File: src/mmd_map.svh
// address map and vector map for the memory map decoder
`ifndef MMD_MAP_SVH
`define MMD_MAP_SVH
`define MMD_ADDR_W 16
`define MMD_REG_TOP 16'h003f
`define MMD_RAM_TOP 16'h01ff
`define MMD_STACK_LO 16'h0100
`define MMD_STACK_HI 16'h017f
`define MMD_ROM_LO 16'hc000
`define MMD_VEC_LO 16'hffe0
`define MMD_VEC_RES_HI 16'hffed
`define MMD_PORT_LO 16'h0000
`define MMD_PORT_HI 16'h0005
`define MMD_EXTI_ADDR 16'h0008
`define MMD_MISC_ADDR 16'h0009
`define MMD_CONV_DATA_ADDR 16'h000a
`define MMD_CONV_CSR_ADDR 16'h000b
`define MMD_WDOG_ADDR 16'h000c
`define MMD_TIMER_LO 16'h0011
`define MMD_TIMER_HI 16'h001f
`define MMD_SERIAL_LO 16'h0020
`define MMD_SERIAL_HI 16'h0024
`define MMD_VEC_LINK 16'hffee
`define MMD_VEC_SERIAL 16'hfff0
`define MMD_VEC_TWI 16'hfff2
`define MMD_VEC_TIMER 16'hfff4
`define MMD_VEC_EXT 16'hfff6
`define MMD_VEC_RESUME 16'hfff8
`define MMD_VEC_PROG 16'hfffa
`define MMD_VEC_TRAP 16'hfffc
`define MMD_VEC_RESET 16'hfffe
`define MMD_NUM_SRC 9
`endif

File: src/mmd_pkg.sv
// types shared by the memory map decoder
package mmd_pkg;
	// region selected by an address
	typedef enum logic [3:0] {
		MMD_RGN_NONE = 4'h0,
		MMD_RGN_PORT = 4'h1,
		MMD_RGN_EXTI = 4'h2,
		MMD_RGN_MISC = 4'h3,
		MMD_RGN_CONV = 4'h4,
		MMD_RGN_WDOG = 4'h5,
		MMD_RGN_TIMER = 4'h6,
		MMD_RGN_SERIAL = 4'h7,
		MMD_RGN_UPPER = 4'h8,
		MMD_RGN_RAM = 4'h9,
		MMD_RGN_STACK = 4'ha,
		MMD_RGN_ROM = 4'hb,
		MMD_RGN_VECTOR = 4'hc,
		MMD_RGN_RSVD = 4'hd
	} mmd_region_e;
	// vector fetch sequencer, gray along idle, low, high
	typedef enum logic [1:0] {
		MMD_VS_IDLE = 2'b00,
		MMD_VS_LOW = 2'b01,
		MMD_VS_HIGH = 2'b11
	} mmd_vstate_e;
	typedef logic [15:0] mmd_addr_t;
endpackage

File: src/mmd_vec_select.sv
// interrupt source to vector selector with mask and halt wake attributes
`timescale 1ns/1ps
`include "mmd_map.svh"
module mmd_vec_select (
	input wire logic [`MMD_NUM_SRC-1:0] src_req,
	input wire logic global_mask,
	output logic any_take,
	output logic [15:0] vec_addr,
	output logic wake
);
	// source order is priority order: reset, trap, prog, resume, ext, timer, twi, serial, link
	localparam logic [15:0] VEC [`MMD_NUM_SRC] = '{`MMD_VEC_RESET, `MMD_VEC_TRAP,
		`MMD_VEC_PROG, `MMD_VEC_RESUME, `MMD_VEC_EXT, `MMD_VEC_TIMER, `MMD_VEC_TWI,
		`MMD_VEC_SERIAL, `MMD_VEC_LINK};
	// every source from prog at bit 2 upward obeys the mask, the link source at bit 8 too
	localparam logic [`MMD_NUM_SRC-1:0] MASKABLE = 9'h1fc;
	localparam logic [`MMD_NUM_SRC-1:0] WAKES = 9'h01d;
	logic [`MMD_NUM_SRC-1:0] eff;
	genvar g;
	// reset and trap ignore the mask; all others obey it
	generate
		for (g = 0; g < `MMD_NUM_SRC; g++) begin : g_eff
			assign eff[g] = src_req[g] & ~(MASKABLE[g] & global_mask);
		end
	endgenerate
	// lowest index wins
	always_comb begin
		any_take = 1'b0;
		vec_addr = VEC[0];
		wake = 1'b0;
		for (int i = `MMD_NUM_SRC - 1; i >= 0; i--) begin
			if (eff[i]) begin
				any_take = 1'b1;
				vec_addr = VEC[i];
				wake = WAKES[i];
			end
		end
	end
endmodule

File: src/mmd_decoder.sv
// memory map decoder with vector fetch sequencing
`timescale 1ns/1ps
`include "mmd_map.svh"
module mmd_decoder (
	input wire logic clk_sys,
	input wire logic reset_n,
	input wire logic [15:0] cpu_addr,
	input wire logic cpu_access,
	input wire logic [`MMD_NUM_SRC-1:0] irq_src,
	input wire logic global_mask,
	input wire logic halted,
	input wire logic vec_ack,
	output logic [3:0] region_q,
	output logic [4:0] reg_index_q,
	output logic ram_sel_q,
	output logic stack_sel_q,
	output logic reg_sel_q,
	output logic rom_sel_q,
	output logic rsvd_hit_q,
	output logic [6:0] periph_sel_q,
	output logic [15:0] vec_fetch_addr_q,
	output logic vec_fetch_valid_q,
	output logic vec_fetch_last_q,
	output logic halt_exit_q
);
	mmd_pkg::mmd_region_e rgn_d;
	logic [4:0] idx_d;
	logic take;
	logic [15:0] sel_vec;
	logic sel_wake;
	mmd_pkg::mmd_vstate_e vs_q;
	logic [15:0] vec_base_q;

	mmd_vec_select u_sel (
		.src_req(irq_src),
		.global_mask(global_mask),
		.any_take(take),
		.vec_addr(sel_vec),
		.wake(sel_wake)
	);

	// address decode; upper register page is passed on as one region
	always_comb begin
		rgn_d = mmd_pkg::MMD_RGN_NONE;
		idx_d = 5'h00;
		if (cpu_addr <= `MMD_PORT_HI) begin
			rgn_d = mmd_pkg::MMD_RGN_PORT;
			idx_d = cpu_addr[4:0];
		end else if (cpu_addr < `MMD_EXTI_ADDR) begin
			rgn_d = mmd_pkg::MMD_RGN_RSVD;
		end else if (cpu_addr == `MMD_EXTI_ADDR) begin
			rgn_d = mmd_pkg::MMD_RGN_EXTI;
		end else if (cpu_addr == `MMD_MISC_ADDR) begin
			rgn_d = mmd_pkg::MMD_RGN_MISC;
		end else if (cpu_addr == `MMD_CONV_DATA_ADDR || cpu_addr == `MMD_CONV_CSR_ADDR) begin
			rgn_d = mmd_pkg::MMD_RGN_CONV;
			idx_d = 5'(cpu_addr - `MMD_CONV_DATA_ADDR);
		end else if (cpu_addr == `MMD_WDOG_ADDR) begin
			rgn_d = mmd_pkg::MMD_RGN_WDOG;
		end else if (cpu_addr < `MMD_TIMER_LO) begin
			rgn_d = mmd_pkg::MMD_RGN_RSVD;
		end else if (cpu_addr <= `MMD_TIMER_HI) begin
			rgn_d = mmd_pkg::MMD_RGN_TIMER;
			idx_d = 5'(cpu_addr - `MMD_TIMER_LO);
		end else if (cpu_addr <= `MMD_SERIAL_HI) begin
			rgn_d = mmd_pkg::MMD_RGN_SERIAL;
			idx_d = 5'(cpu_addr - `MMD_SERIAL_LO);
		end else if (cpu_addr <= `MMD_REG_TOP) begin
			rgn_d = mmd_pkg::MMD_RGN_UPPER;
			idx_d = 5'(cpu_addr - `MMD_SERIAL_LO);
		end else if (cpu_addr >= `MMD_STACK_LO && cpu_addr <= `MMD_STACK_HI) begin
			rgn_d = mmd_pkg::MMD_RGN_STACK;
		end else if (cpu_addr <= `MMD_RAM_TOP) begin
			rgn_d = mmd_pkg::MMD_RGN_RAM;
		end else if (cpu_addr >= `MMD_VEC_LO && cpu_addr <= `MMD_VEC_RES_HI) begin
			rgn_d = mmd_pkg::MMD_RGN_RSVD;
		end else if (cpu_addr >= `MMD_VEC_LO) begin
			rgn_d = mmd_pkg::MMD_RGN_VECTOR;
		end else if (cpu_addr >= `MMD_ROM_LO) begin
			rgn_d = mmd_pkg::MMD_RGN_ROM;
		end else begin
			rgn_d = mmd_pkg::MMD_RGN_RSVD;
		end
	end

	// registered decode; idle access leaves every select low
	always_ff @(posedge clk_sys or negedge reset_n) begin
		if (!reset_n) begin
			region_q <= 4'h0;
			reg_index_q <= 5'h00;
			ram_sel_q <= 1'b0;
			stack_sel_q <= 1'b0;
			reg_sel_q <= 1'b0;
			rom_sel_q <= 1'b0;
			rsvd_hit_q <= 1'b0;
			periph_sel_q <= 7'h00;
		end else begin
			region_q <= cpu_access ? rgn_d : mmd_pkg::MMD_RGN_NONE;
			reg_index_q <= cpu_access ? idx_d : 5'h00;
			ram_sel_q <= cpu_access && (rgn_d == mmd_pkg::MMD_RGN_RAM
				|| rgn_d == mmd_pkg::MMD_RGN_STACK);
			stack_sel_q <= cpu_access && rgn_d == mmd_pkg::MMD_RGN_STACK;
			reg_sel_q <= cpu_access && cpu_addr <= `MMD_REG_TOP
				&& rgn_d != mmd_pkg::MMD_RGN_RSVD;
			rom_sel_q <= cpu_access && (rgn_d == mmd_pkg::MMD_RGN_ROM
				|| rgn_d == mmd_pkg::MMD_RGN_VECTOR);
			// flagged for debug only; the cpu is expected never to do this
			rsvd_hit_q <= cpu_access && rgn_d == mmd_pkg::MMD_RGN_RSVD;
			periph_sel_q <= 7'h00;
			if (cpu_access) begin
				periph_sel_q[0] <= rgn_d == mmd_pkg::MMD_RGN_PORT;
				periph_sel_q[1] <= rgn_d == mmd_pkg::MMD_RGN_EXTI;
				periph_sel_q[2] <= rgn_d == mmd_pkg::MMD_RGN_MISC;
				periph_sel_q[3] <= rgn_d == mmd_pkg::MMD_RGN_CONV;
				periph_sel_q[4] <= rgn_d == mmd_pkg::MMD_RGN_WDOG;
				periph_sel_q[5] <= rgn_d == mmd_pkg::MMD_RGN_TIMER;
				periph_sel_q[6] <= rgn_d == mmd_pkg::MMD_RGN_SERIAL;
			end
		end
	end

	// vector sequencer: low byte then high byte, each held until acknowledged
	always_ff @(posedge clk_sys or negedge reset_n) begin
		if (!reset_n) begin
			vs_q <= mmd_pkg::MMD_VS_IDLE;
			vec_base_q <= 16'h0000;
			vec_fetch_addr_q <= 16'h0000;
			vec_fetch_valid_q <= 1'b0;
			vec_fetch_last_q <= 1'b0;
			halt_exit_q <= 1'b0;
		end else begin
			halt_exit_q <= 1'b0;
			case (vs_q)
				mmd_pkg::MMD_VS_IDLE: begin
					if (take) begin
						vs_q <= mmd_pkg::MMD_VS_LOW;
						vec_base_q <= sel_vec;
						vec_fetch_addr_q <= sel_vec;
						vec_fetch_valid_q <= 1'b1;
						vec_fetch_last_q <= 1'b0;
						halt_exit_q <= halted & sel_wake;
					end
				end
				mmd_pkg::MMD_VS_LOW: begin
					if (vec_ack) begin
						vs_q <= mmd_pkg::MMD_VS_HIGH;
						vec_fetch_addr_q <= vec_base_q | 16'h0001;
						vec_fetch_last_q <= 1'b1;
					end
				end
				mmd_pkg::MMD_VS_HIGH: begin
					if (vec_ack) begin
						vs_q <= mmd_pkg::MMD_VS_IDLE;
						vec_fetch_valid_q <= 1'b0;
						vec_fetch_last_q <= 1'b0;
					end
				end
				default: begin
					vs_q <= mmd_pkg::MMD_VS_IDLE;
					vec_fetch_valid_q <= 1'b0;
				end
			endcase
		end
	end

	// stack accesses must always land inside ram
	a_stack_in_ram: assert property (@(posedge clk_sys) disable iff (!reset_n)
		stack_sel_q |-> ram_sel_q) else $error("stack select without ram select");
	// the two fetch addresses differ only in bit 0
	a_vec_pair_order: assert property (@(posedge clk_sys) disable iff (!reset_n)
		(vs_q == mmd_pkg::MMD_VS_LOW && vec_ack) |=> (vec_fetch_last_q
		&& vec_fetch_addr_q == ($past(vec_fetch_addr_q) | 16'h0001)))
		else $error("high vector byte not after low");
	a_reset_vector: assert property (@(posedge clk_sys) disable iff (!reset_n)
		(vs_q == mmd_pkg::MMD_VS_IDLE && irq_src[0]) |=> vec_fetch_addr_q == 16'hfffe)
		else $error("reset did not fetch fffe");
	a_trap_unmasked: assert property (@(posedge clk_sys) disable iff (!reset_n)
		(vs_q == mmd_pkg::MMD_VS_IDLE && irq_src[1:0] == 2'b10 && global_mask)
		|=> (vec_fetch_valid_q && vec_fetch_addr_q == 16'hfffc && !halt_exit_q))
		else $error("trap masked or woke halt");
	a_masked_quiet: assert property (@(posedge clk_sys) disable iff (!reset_n)
		(vs_q == mmd_pkg::MMD_VS_IDLE && irq_src[1:0] == 2'b00 && global_mask)
		|=> !vec_fetch_valid_q) else $error("masked source was taken");
	a_ext_wakes: assert property (@(posedge clk_sys) disable iff (!reset_n)
		(vs_q == mmd_pkg::MMD_VS_IDLE && irq_src == 9'h010 && !global_mask && halted)
		|=> (halt_exit_q && vec_fetch_addr_q == 16'hfff6))
		else $error("external line did not wake");
	a_timer_decode: assert property (@(posedge clk_sys) disable iff (!reset_n)
		(cpu_access && cpu_addr == 16'h0019) |=> (periph_sel_q == 7'h20
		&& reg_index_q == 5'h08)) else $error("timer counter low misdecoded");
	a_serial_decode: assert property (@(posedge clk_sys) disable iff (!reset_n)
		(cpu_access && cpu_addr == 16'h0024) |=> (periph_sel_q[6] && reg_index_q == 5'h04))
		else $error("serial control two misdecoded");
	a_gap_reserved: assert property (@(posedge clk_sys) disable iff (!reset_n)
		(cpu_access && (cpu_addr == 16'h0006 || cpu_addr == 16'h000e))
		|=> (rsvd_hit_q && periph_sel_q == 7'h00)) else $error("unused address selected");
	// no access means region, peripheral selects and ram select fall back to idle
	a_idle_quiet: assert property (@(posedge clk_sys) disable iff (!reset_n)
		!cpu_access |=> (region_q == 4'h0 && periph_sel_q == 7'h00 && !ram_sel_q))
		else $error("select without access");
	// ordinary ram above the register page is never a register
	a_ram_low: assert property (@(posedge clk_sys) disable iff (!reset_n)
		(cpu_access && cpu_addr >= 16'h0040 && cpu_addr <= 16'h00ff)
		|=> (ram_sel_q && !reg_sel_q)) else $error("low ram misdecoded");
	// program memory below the vector block
	a_rom_top: assert property (@(posedge clk_sys) disable iff (!reset_n)
		(cpu_access && cpu_addr >= 16'hc000 && cpu_addr <= 16'hffdf)
		|=> (rom_sel_q && region_q == 4'hb)) else $error("program memory misdecoded");
	// port pairs pass the raw offset so data and direction stay apart
	a_port_decode: assert property (@(posedge clk_sys) disable iff (!reset_n)
		(cpu_access && cpu_addr <= 16'h0005) |=> (periph_sel_q == 7'h01
		&& reg_index_q == $past(cpu_addr[4:0]))) else $error("port misdecoded");
	// the wake pulse never lasts past one cycle
	a_halt_pulse: assert property (@(posedge clk_sys) disable iff (!reset_n)
		halt_exit_q |=> !halt_exit_q) else $error("halt exit held too long");
	// programming start may end halt
	a_prog_wakes: assert property (@(posedge clk_sys) disable iff (!reset_n)
		(vs_q == mmd_pkg::MMD_VS_IDLE && irq_src == 9'h004 && !global_mask && halted)
		|=> (halt_exit_q && vec_fetch_addr_q == 16'hfffa))
		else $error("programming start did not wake");
	// end of suspend may end halt
	a_resume_wakes: assert property (@(posedge clk_sys) disable iff (!reset_n)
		(vs_q == mmd_pkg::MMD_VS_IDLE && irq_src == 9'h008 && !global_mask && halted)
		|=> (halt_exit_q && vec_fetch_addr_q == 16'hfff8))
		else $error("resume did not wake");
	// internal sources vector but stay asleep
	a_timer_no_wake: assert property (@(posedge clk_sys) disable iff (!reset_n)
		(vs_q == mmd_pkg::MMD_VS_IDLE && irq_src == 9'h020 && !global_mask && halted)
		|=> (!halt_exit_q && vec_fetch_addr_q == 16'hfff4))
		else $error("timer woke halt");
endmodule

File: config.mk
export PLATFORM = sky130hd
export DESIGN_NAME = mmd_decoder
export DESIGN_NICKNAME = d
export VERILOG_FILES = /design/src/mmd_pkg.sv /design/src/mmd_vec_select.sv /design/src/mmd_decoder.sv
export VERILOG_INCLUDE_DIRS = /design/src
export SDC_FILE = /design/constraint.sdc
export NUM_CORES = 1
export LEC_CHECK = 0
export BUFFER_PORTS_ARGS = -buffer_cell sky130_fd_sc_hd__buf_2
export CORE_ASPECT_RATIO = 1.5
export CORE_MARGIN = 4
export CORE_UTILIZATION = 54
export DETAILED_ROUTE_END_ITERATION = 8
export PLACE_DENSITY = 0.95
export SLEW_MARGIN = 0
export SYNTH_ARGS = -nofsm -noshare
export SYNTH_HDL_FRONTEND = slang
export SYNTH_SLANG_ARGS = --single-unit
File: constraint.sdc
create_clock -name clk_sys -period 3.9 [get_ports clk_sys]
set_input_delay 0 -clock clk_sys [delete_from_list [all_inputs] [get_ports clk_sys]]
set_output_delay 0 -clock clk_sys [all_outputs]
set_load 0.1 [all_outputs]
-- Yosys cells after proc, flatten, opt, wreduce, memory -nomap -nowiden
Index checks and enable logic that the tools add are counted.
- register bits: 58
- input port bits: 31
- output and inout bits: 40
- logic and storage cells: 147
- add/subtract/negate cells: 3
- magnitude comparators: 12
- equal/unequal tests: 23
- multiplexer cells: 66
- bitwise gates (word level): 10
- reductions and logical operators: 19
- operators with widths (cell ; number):
    two-way mux 16 bit ; 10
    equality test 16 x 4 -> 1 bit, second input constant ; 5
    two-way mux 5 bit ; 12
    two-way mux 4 bit ; 10
    greater-or-equal comparator 16 bit, second input constant ; 2
    less-or-equal comparator 16 x 6 -> 1 bit, second input constant ; 2
    less-or-equal comparator 16 x 9 -> 1 bit, second input constant ; 2
    case mux 16 bit (2 select lines) ; 1
    equality test 4 bit, second input constant ; 5
    two-way mux 1 bit ; 20
    two-way mux 3 bit ; 6
    equality test 4 x 3 -> 1 bit, second input constant ; 4
    greater-or-equal comparator 16 x 9 -> 1 bit, second input constant ; 1
    less-or-equal comparator 16 bit, second input constant ; 1
    less-or-equal comparator 16 x 3 -> 1 bit, second input constant ; 1
    less-or-equal comparator 16 x 5 -> 1 bit, second input constant ; 1
    less-than comparator 16 x 4 -> 1 bit, second input constant ; 1
    less-than comparator 16 x 5 -> 1 bit, second input constant ; 1
    AND reduction 3 bit ; 3
    AND 1 bit ; 8
    equality test 4 x 2 -> 1 bit, second input constant ; 2
    logical AND 1 bit ; 8
    two-way mux 7 bit ; 1
    two-way mux 2 bit ; 3
    other kinds (17) ; 23

-- Longest topological paths before layout
Gate-level depths: netlist of run 1.
- word-level depth: 19
- gate-level depth with buffers: 9
- mapped depth without buffers: 8

-- Cells and area by module
A second synthesis of run 1 with hierarchy kept.
- cell total of the unflattened synthesis: 307
- area, all modules: 3075.4 µm²
- by module, submodules not included (module ; instances ; cells an instance ; area an instance (µm²) ; sequential area each (µm²)):
    mmd_decoder ; 1 ; 272 ; 2852.7 ; 1426.4
    mmd_vec_select ; 1 ; 35 ; 222.7 ; 0.0

-- Least setup slack after synthesis of run 1
Ideal clock, no wire load.
- path type: input to register
- from: input port cpu_addr[1]
- to: register reg_sel_q
- setup time: 0.120 ns
- arrival time: 1.577 ns
- data required time: 3.780 ns
- setup slack: 2.202 ns
- stages: 8
- buffers on the path: 0
- cell sequence: inv_1 > ha_1 > inv_1 > o31ai_1 > nand2_1 > o22ai_2 > nand2_1 > o211a_1
- longest elaborated chain between the ends: 18
- elaborated cells on any way between the ends: 38
- classes of those cells: order compare: 12; eq/ne: 6; mux: 15; reduce/logical: 5
- ends and longest elaborated chain (item ; RTL line ; source):
    start, declared ; mmd_decoder.sv:7 ; input wire logic [15:0] cpu_addr,
    greater-or-equal comparator 16 bit (no line) ; -- ;
    two-way mux 3 bit ; mmd_decoder.sv:79 ; end else if (cpu_addr >= `MMD_ROM_LO) begin
    two-way mux 3 bit ; mmd_decoder.sv:77 ; end else if (cpu_addr >= `MMD_VEC_LO) begin
    two-way mux 3 bit ; mmd_decoder.sv:75 ; end else if (cpu_addr >= `MMD_VEC_LO && cpu_addr <= `MMD_VEC_RES_HI) begin
    two-way mux 3 bit ; mmd_decoder.sv:73 ; end else if (cpu_addr <= `MMD_RAM_TOP) begin
    two-way mux 3 bit ; mmd_decoder.sv:71 ; end else if (cpu_addr >= `MMD_STACK_LO && cpu_addr <= `MMD_STACK_HI) begin
    two-way mux 3 bit ; mmd_decoder.sv:68 ; end else if (cpu_addr <= `MMD_REG_TOP) begin
    two-way mux 4 bit ; mmd_decoder.sv:65 ; end else if (cpu_addr <= `MMD_SERIAL_HI) begin
    [2 not listed] ; -- ;
    two-way mux 4 bit ; mmd_decoder.sv:58 ; end else if (cpu_addr == `MMD_WDOG_ADDR) begin
    two-way mux 4 bit ; mmd_decoder.sv:55 ; end else if (cpu_addr == `MMD_CONV_DATA_ADDR || cpu_addr == `MMD_CONV_CSR_ADDR) begin
    two-way mux 4 bit ; mmd_decoder.sv:53 ; end else if (cpu_addr == `MMD_MISC_ADDR) begin
    two-way mux 4 bit ; mmd_decoder.sv:51 ; end else if (cpu_addr == `MMD_EXTI_ADDR) begin
    two-way mux 4 bit ; mmd_decoder.sv:49 ; end else if (cpu_addr < `MMD_EXTI_ADDR) begin
    two-way mux 4 bit ; mmd_decoder.sv:46 ; if (cpu_addr <= `MMD_PORT_HI) begin
    inequality test 4 bit ; mmd_decoder.sv:104 ; && rgn_d != mmd_pkg::MMD_RGN_RSVD;
    logical AND 1 bit (*) ; mmd_decoder.sv:103 ; reg_sel_q <= cpu_access && cpu_addr <= `MMD_REG_TOP
    end signal, assigned ; mmd_decoder.sv:103 ;
    end, declared ; mmd_decoder.sv:17 ; output logic reg_sel_q,
Mark *: on every way between the ends. The rest lies on a longest branch, timed or not.
A chain may end at the register's enable or synchronous reset.

-- Final worst setup path of run 1
Same ends and word-level chain as after synthesis.

==> results of run 1 <==
==> worst max path at each step <==
stage	from	endpoint	cells past startpoint
global placement	cpu_addr[1]	reg_sel_q$_DFF_PN0_	9
detailed placement	cpu_addr[1]	reg_sel_q$_DFF_PN0_	9
floorplan	cpu_addr[1]	reg_sel_q$_DFF_PN0_	8
CTS	cpu_addr[1]	reg_sel_q$_DFF_PN0_	9
global route	cpu_addr[1]	reg_sel_q$_DFF_PN0_	9
finish	cpu_addr[1]	reg_sel_q$_DFF_PN0_	9
==> cell families (layout without fill, tap and decap cells) <==
group                      after synthesis  in the layout  synth area share (%)
AOI/OAI and AO/OA                       71             71                  22.6
xor gates and xnor gates                 1              1                 0.404
adders and majority gates                7              7                  4.04
buffers and inverters                   28             88                  6.87
DFF                                     37             37                  42.7
and+or+nand+nor                         98             98                  23.4
==> registers in the layout (all words and copies together) (netlist names) <==
register and flops:
rom_sel_q 1, vec_fetch_valid_q 1, halt_exit_q 1, reg_index_q 5, stack_sel_q 1, periph_sel_q 7, vec_fetch_addr_q 6, region_q 4
vs_q 2, reg_sel_q 1, rsvd_hit_q 1, vec_fetch_last_q 1, ram_sel_q 1, vec_base_q 5
==> worst max-delay path: stages <==
cell     delay, ps
buf_2          130
inv_1          180
ha_1           210
inv_1           70
o31ai_1        650
nand2_1        270
o22ai_2        260
nand2_1        180
o211a_1        250
==> layout make-up <==
class | count | area share [%]
Multi-Input combinational cell | 177 | 42.2
Sequential cell | 37 | 35.7
Timing Repair Buffer | 72 | 14.3
Inverter | 8 | 1.16
Clock inverter | 3 | 1.79
Clock buffer | 5 | 2.66
Tap cell | 45 | 2.17
==> cell usage in the layout, fill, tap and decap left out, types with 2 or more instances in the layout <==
| cell type | synthesis | final |
|---|---|---|
| a21o_1 | 6 | 6 |
| a21oi_1 | 19 | 19 |
| a221o_1 | 4 | 4 |
| a311oi_1 | 2 | 2 |
| a31oi_1 | 3 | 3 |
| and2_1 | 2 | 2 |
| and3_1 | 3 | 3 |
| buf_2 | 5 | 70 |
| clkbuf_8 | 0 | 5 |
| dfrtp_1 | 37 | 37 |
| dlygate4sd3_1 | 0 | 2 |
| ha_1 | 7 | 7 |
| inv_1 | 8 | 8 |
| nand2_1 | 19 | 19 |
| nand2b_1 | 3 | 3 |
| nand3_1 | 10 | 10 |
| nand3b_1 | 2 | 2 |
| nor2_1 | 29 | 29 |
| nor2b_1 | 3 | 3 |
| nor3_1 | 13 | 13 |
| nor3b_1 | 3 | 3 |
| nor4_1 | 2 | 2 |
| nor4_4 | 2 | 2 |
| o21a_1 | 2 | 2 |
| o21ai_0 | 15 | 15 |
| o21bai_1 | 2 | 2 |
| o31ai_1 | 3 | 3 |
| or3_1 | 2 | 2 |
==> routing by layer <==
layer / vias to the layer above / routed length [um] / track usage, %
met2: 119 / 2660 / 37.1
li1: 972 / - / -
met3: 15 / 470 / 3.92
met4: 0 / 161 / 10.7
met1: 923 / 1880 / 22.9
met5: - / 0 / 0
==> through the flow <==
step | cell area [sq um] | total power (W) | setup slack (ps)
after floorplan | 2170 | 0.00123 | 2200
after global placement | 2460 | 0.00132 | 1730
after detailed placement | 2460 | 0.00134 | 1660
after CTS | 2590 | 0.00168 | 1980
after global routing | 2590 | 0.00173 | 1640
final | 2590 | 0.00166 | 1890
==> repair_timing <==
item	4_1_cts	5_1_grt
hold endpoints to repair	38	0
hold buffers	2	0
gates resized for setup	0	0
==> where the power goes <==
part           total, W  internal (W)  switching (W)
registers      0.000520      0.000462      0.0000583
logic          0.000811      0.000162       0.000649
clock network  0.000330      0.000191       0.000139
==> results.ini, run 1 <==
[clock_network]
clk_path_buf_depth = 2
cts_max_level = 2
clkLatencyLatePin_ps = 290
cts_buffers = 5
cts_tree = built
cts_root_buf = clkbuf_8
cts_sinks = 37
cts_setup_buffers = 0
path_clk_slew_ps = 70

[hold_path]
whs_endpoint = reg_index_q[0]$_DFF_PN0_
min_from = cpu_access
hold_path_class = in -> reg
hold_depth = 2

[sta]
rsz0062_at_grt = false
setup_viol = 0
tns_ps = 0
relSlewSlack_pct = 47.2
hold_viol = 0
min_period_ps = 2010
final.period_utilization_pct = 51.4
fin_hold_ws_ps = 18.0
clock-skew-final_ps = 8.38
fmax_ghz = 0.498
worstMarginPinSlew_ps = 786
final-max-slew-violation-count = 0

[layout]
final_util_pct = 66.0
final-seq-area_sq_um = 926
layoutNonFillerInstCount = 347
multi_input_area_sq_um = 1090
drive_gt1_share_pct = 29.5
nets = 339
area_delta_synth_final_pct = 19.5
n_fill_cell = 342
diodes = 0

[critical_path]
reg2reg_from = vs_q[0]$_DFFE_PN0P_
r2r_setup_slack_ps = 2430
setup.worst_path.start_class = input pin
r2r_cells = 3
required_ps = 4080
crit_fanout = 6
arrival_ps = 2190
critPathKind = in -> reg
cp-end-kind = flop
r2r_end = vec_fetch_addr_q[3]$_DFFE_PN0P_

[placement]
gp_congestion = 0.997
dpl.cell_count = 337
port-buffer-count = 70
dp_hpwl_um = 4050

[route]
wl_per_cell_um = 14.9
antenna_left = 0
route.detailed.drc = 0
vias = 2029
viasPerCell = 5.85
wl_um = 5170
first_pass_iters = 4
drt_iter0_markers = 110

[floorplan]
die_area_sq_um = 5110
num_rows = 28
die_y_um = 85.6
io_pins = 71
core_sq_um = 3920
start_util_pct = 55.3
die_w_um = 59.7

[logic_synthesis]
ys_top_cells_by_area = dfrtp_1 (43%), nor2_1 (5.0%), a21oi_1 (4.4%), ha_1 (4.0%), buf_4 (3.5%)
synth_edf_count = 0
synth_nets = 280
ys.flop_type = dfrtp_1
synthesis.area_sq_um = 2170
ys_seq_area_share_pct = 42.7
synth_top_area_share_pct = 42.7
ys_seq_elements = 37
synth.distinct_cells = 50
syn_inst = 242
yosys_warnings = 0
avgSynthCellArea_sq_um = 8.96
synthArstFlopShare_pct = 100
synth.most_common_cell = dfrtp_1
synth_top_area_cell = dfrtp_1
ys_top_cells_by_count = dfrtp_1 (37), nor2_1 (29), a21oi_1 (19), nand2_1 (19), o21ai_0 (15)

[status]
status = finished clean

[grt]
grt_pass1_vias = 1978
antenna_found_initial = 0
grt.overflow.total = 0
grt_pass1_wl_um = 8390
track_usage_pct = 21.0
grt_max_degree = 38

[job]
cap_viol_max_count = 0

[power]
vdd_drop_max_uv = 621
p_leak_nw = 1.25
p_per_area_nw_per_um2 = 641

Power figures use the tool's default switching activity.
==> run 2: changes to the inputs <==
--- a/config.mk
+++ b/config.mk
@@ -9,9 +9,9 @@
 export BUFFER_PORTS_ARGS = -buffer_cell sky130_fd_sc_hd__buf_2
 export CORE_ASPECT_RATIO = 1.5
 export CORE_MARGIN = 4
-export CORE_UTILIZATION = 54
+export CORE_UTILIZATION = 51
 export DETAILED_ROUTE_END_ITERATION = 8
-export PLACE_DENSITY = 0.95
+export PLACE_DENSITY = 0.91
 export SLEW_MARGIN = 0
 export SYNTH_ARGS = -nofsm -noshare
 export SYNTH_HDL_FRONTEND = slang
==> constraint.sdc (replaced) <==
create_clock -name clk_sys -period 1.9 [get_ports clk_sys]
set_input_delay 0 -clock clk_sys [delete_from_list [all_inputs] [get_ports clk_sys]]
set_output_delay 0 -clock clk_sys [all_outputs]
set_load 0.1 [all_outputs]
==> results.ini, run 2 (synthesized netlist as in run 1, its figures left out) <==
[route]
viasPerCell = 5.87  ; +0.45%
antenna_left = 0  ; unchanged
wl_um = 5300  ; +2.4%
route.detailed.drc = 0  ; unchanged
first_pass_iters = 4  ; unchanged
drt_iter0_markers = 84  ; -24%
wl_per_cell_um = 14.6  ; -2.4%
vias = 2138  ; +5.4%

[layout]
drive_gt1_share_pct = 32.9  ; +3.4 points
layout_common_cells = buf_2 (70), dfrtp_1 (37), nor2_1 (29), nand2_1 (19), a21oi_1 (19)
top_register = periph_sel_q
largest_register_ff_count = 7  ; unchanged
nets = 356  ; +5.0%
final_common_cell = buf_2
n_fill_cell = 327  ; -4.4%
area_delta_synth_final_pct = 25.4
diodes = 0  ; unchanged
reg.largest.list = periph_sel_q (7), vec_fetch_addr_q (6)
final_util_pct = 67.5  ; +1.5 points

[power]
p_per_area_nw_per_um2 = 1270  ; +98%
power.share.switching_pct = 50.0  ; -0.93 points
p_int_w = 0.00173  ; +110%
power_frac_comb_pct = 48.9  ; about the same
p_leak_nw = 1.33  ; +6.6%
vdd_drop_max_uv = 1690  ; +170%
p_total_w = 0.00345  ; +110%
power.net_switching_w = 0.00173  ; +100%
clkPwrFrac_pct = 19.8  ; about the same
p_seq_share_pct = 31.2  ; about the same

[floorplan]
die_area_sq_um = 5380  ; +5.2%
start_util_pct = 53.8  ; -1.4 points
die_w_um = 61.2  ; +2.5%
io_pins = 71  ; unchanged
core_sq_um = 4030  ; +2.7%
num_rows = 28  ; unchanged
die_y_um = 87.9  ; +2.6%

[clock_network]
cts_buffers = 5  ; unchanged
cts_tree = built
cts_sinks = 37  ; unchanged
cts_max_level = 2  ; unchanged
path_clk_slew_ps = 70  ; about the same
clkLatencyLatePin_ps = 280  ; about the same
cts_root_buf = clkbuf_8
cts_setup_buffers = 0  ; unchanged
clk_path_buf_depth = 2  ; unchanged

[hold_path]
hold_path_class = in -> reg
hold_depth = 3  ; +1

[sta]
final.period_utilization_pct = 82.5
hold_viol = 0  ; unchanged
rsz0062_at_grt = false
clock-skew-final_ps = 3.67  ; -4.71 ps
relSlewSlack_pct = 49.6  ; +2.4 points
worstMarginPinSlew_ps = 757  ; -29.4 ps
fmax_ghz = 0.638
final-max-slew-violation-count = 0  ; unchanged
timing.final.ws_setup_ps = 333  ; -1560 ps
min_period_ps = 1570
setup_viol = 0  ; unchanged
tns_ps = 0  ; unchanged

[grt]
grt_pass1_vias = 2118  ; +7.1%
grt.overflow.total = 0  ; unchanged
track_usage_pct = 20.9  ; -0.079 points
grt_pass1_wl_um = 8640  ; +3.0%
antenna_found_initial = 0  ; unchanged
grt_max_degree = 38  ; unchanged

[status]
status = finished clean

[critical_path]
cp_slowest_cell = ha_1
required_ps = 2100  ; -1980 ps
crit_chain = buf_2, inv_1, ha_1, nor2b_1, o31ai_1, and2_1, o22ai_2, buf_4, or2_4, a211oi_2
setup.worst_path.start_class = input pin
r2r_cells = 3  ; unchanged
cp-end-kind = flop
arrival_ps = 1770  ; -420 ps
r2r_setup_slack_ps = 420  ; -2010 ps
cp_top_family = compound AO/OA/AOI/OAI gates
crit_fanout = 6  ; unchanged
slowest_delay_ps = 270  ; -380 ps
worst-path-buf-inv = 3  ; unchanged
path_depth = 10  ; +1
critPathKind = in -> reg

[placement]
port-buffer-count = 70  ; unchanged
gp_congestion = 0.909  ; -8.9%
dp_hpwl_um = 4150  ; +2.3%
place_ws_ps = 36.5  ; -1620 ps

[job]
cap_viol_max_count = 0  ; unchanged

[run 2: changes by cell type in the layout (fill, tap and decap cells not counted), sizes merged]
cell	previous run	this run
clkinv	1	0
clkbuf	5	7
buf	70	87
clkinvlp	1	0
[run 2: worst paths after layout]
| path | start | endpoint |
|---|---|---|
| hold reg to reg | vec_fetch_addr_q[0]$_DFFE_PN0P_ | vec_fetch_addr_q[0]$_DFFE_PN0P_ |
| setup / recovery | cpu_addr[1] | ram_sel_q$_DFF_PN0_ |
| setup reg to reg | vs_q[1]$_DFFE_PN0P_ | vec_fetch_addr_q[4]$_DFFE_PN0P_ |
| max in group asynchronous | reset_n | rsvd_hit_q$_DFF_PN0_ |
| hold / removal | cpu_access | reg_index_q[3]$_DFF_PN0_ |
| min in group asynchronous | reset_n | vec_fetch_addr_q[3]$_DFFE_PN0P_ |
[run 2: cell type report]
| type | count | area, sq um | share of cell area (%) |
|---|---|---|---|
| Tap cell | 45 | 56.3 | 2.07 |
| Sequential cell | 37 | 926 | 34.0 |
| Clock inverter | 1 | 30.0 | 1.10 |
| Inverter | 8 | 30.0 | 1.10 |
| Timing Repair Buffer | 89 | 498 | 18.3 |
| Multi-Input combinational cell | 177 | 1090 | 40.2 |
| Clock buffer | 7 | 86.3 | 3.17 |
[run 2: worst min-delay path, delay by kind of cell]
kind,cells,cell delay [ps]
buffers and inverters,1,150
AND/OR/NAND/NOR,1,70
AO/OA/AOI/OAI,1,40
[run 2: repair_timing]
item / 4_1_cts / 5_1_grt
gates resized for setup: 0 / 0
hold buffers: 2 / 0
hold endpoints to repair: 38 / 0
[run 2: through the flow]
| stage | cells | hold WS, ps | instance area, sq um |
|---|---|---|---|
| after global placement | 354 | 104 | 2580 |
| after CTS | 364 | 16.2 | 2720 |
| after detailed placement | 354 | 108 | 2580 |
| after floorplan | 242 | -296 | 2170 |
| final | 364 | 28.4 | 2720 |
| after global routing | 364 | 44.0 | 2720 |
[run 2: metal layers]
metal | share of wire [%] | GRT usage (%) | up-vias
li1 | - | - | 1015
met2 | 54 | 39.1 | 98
met1 | 36 | 21.0 | 1011
met5 | 0 | 0 | -
met4 | 2.6 | 11.2 | 0
met3 | 8.0 | 3.24 | 14
[run 2: power groups by stage]
stage / logic [W] / registers (W) / clock network (W)
after floorplan: 0.000830 / 0.00169 / 0
after global placement: 0.00166 / 0.00108 / 0
after detailed placement: 0.00168 / 0.00109 / 0
after CTS: 0.00169 / 0.00108 / 0.000702
after global routing: 0.00178 / 0.00110 / 0.000737
final: 0.00169 / 0.00108 / 0.000685
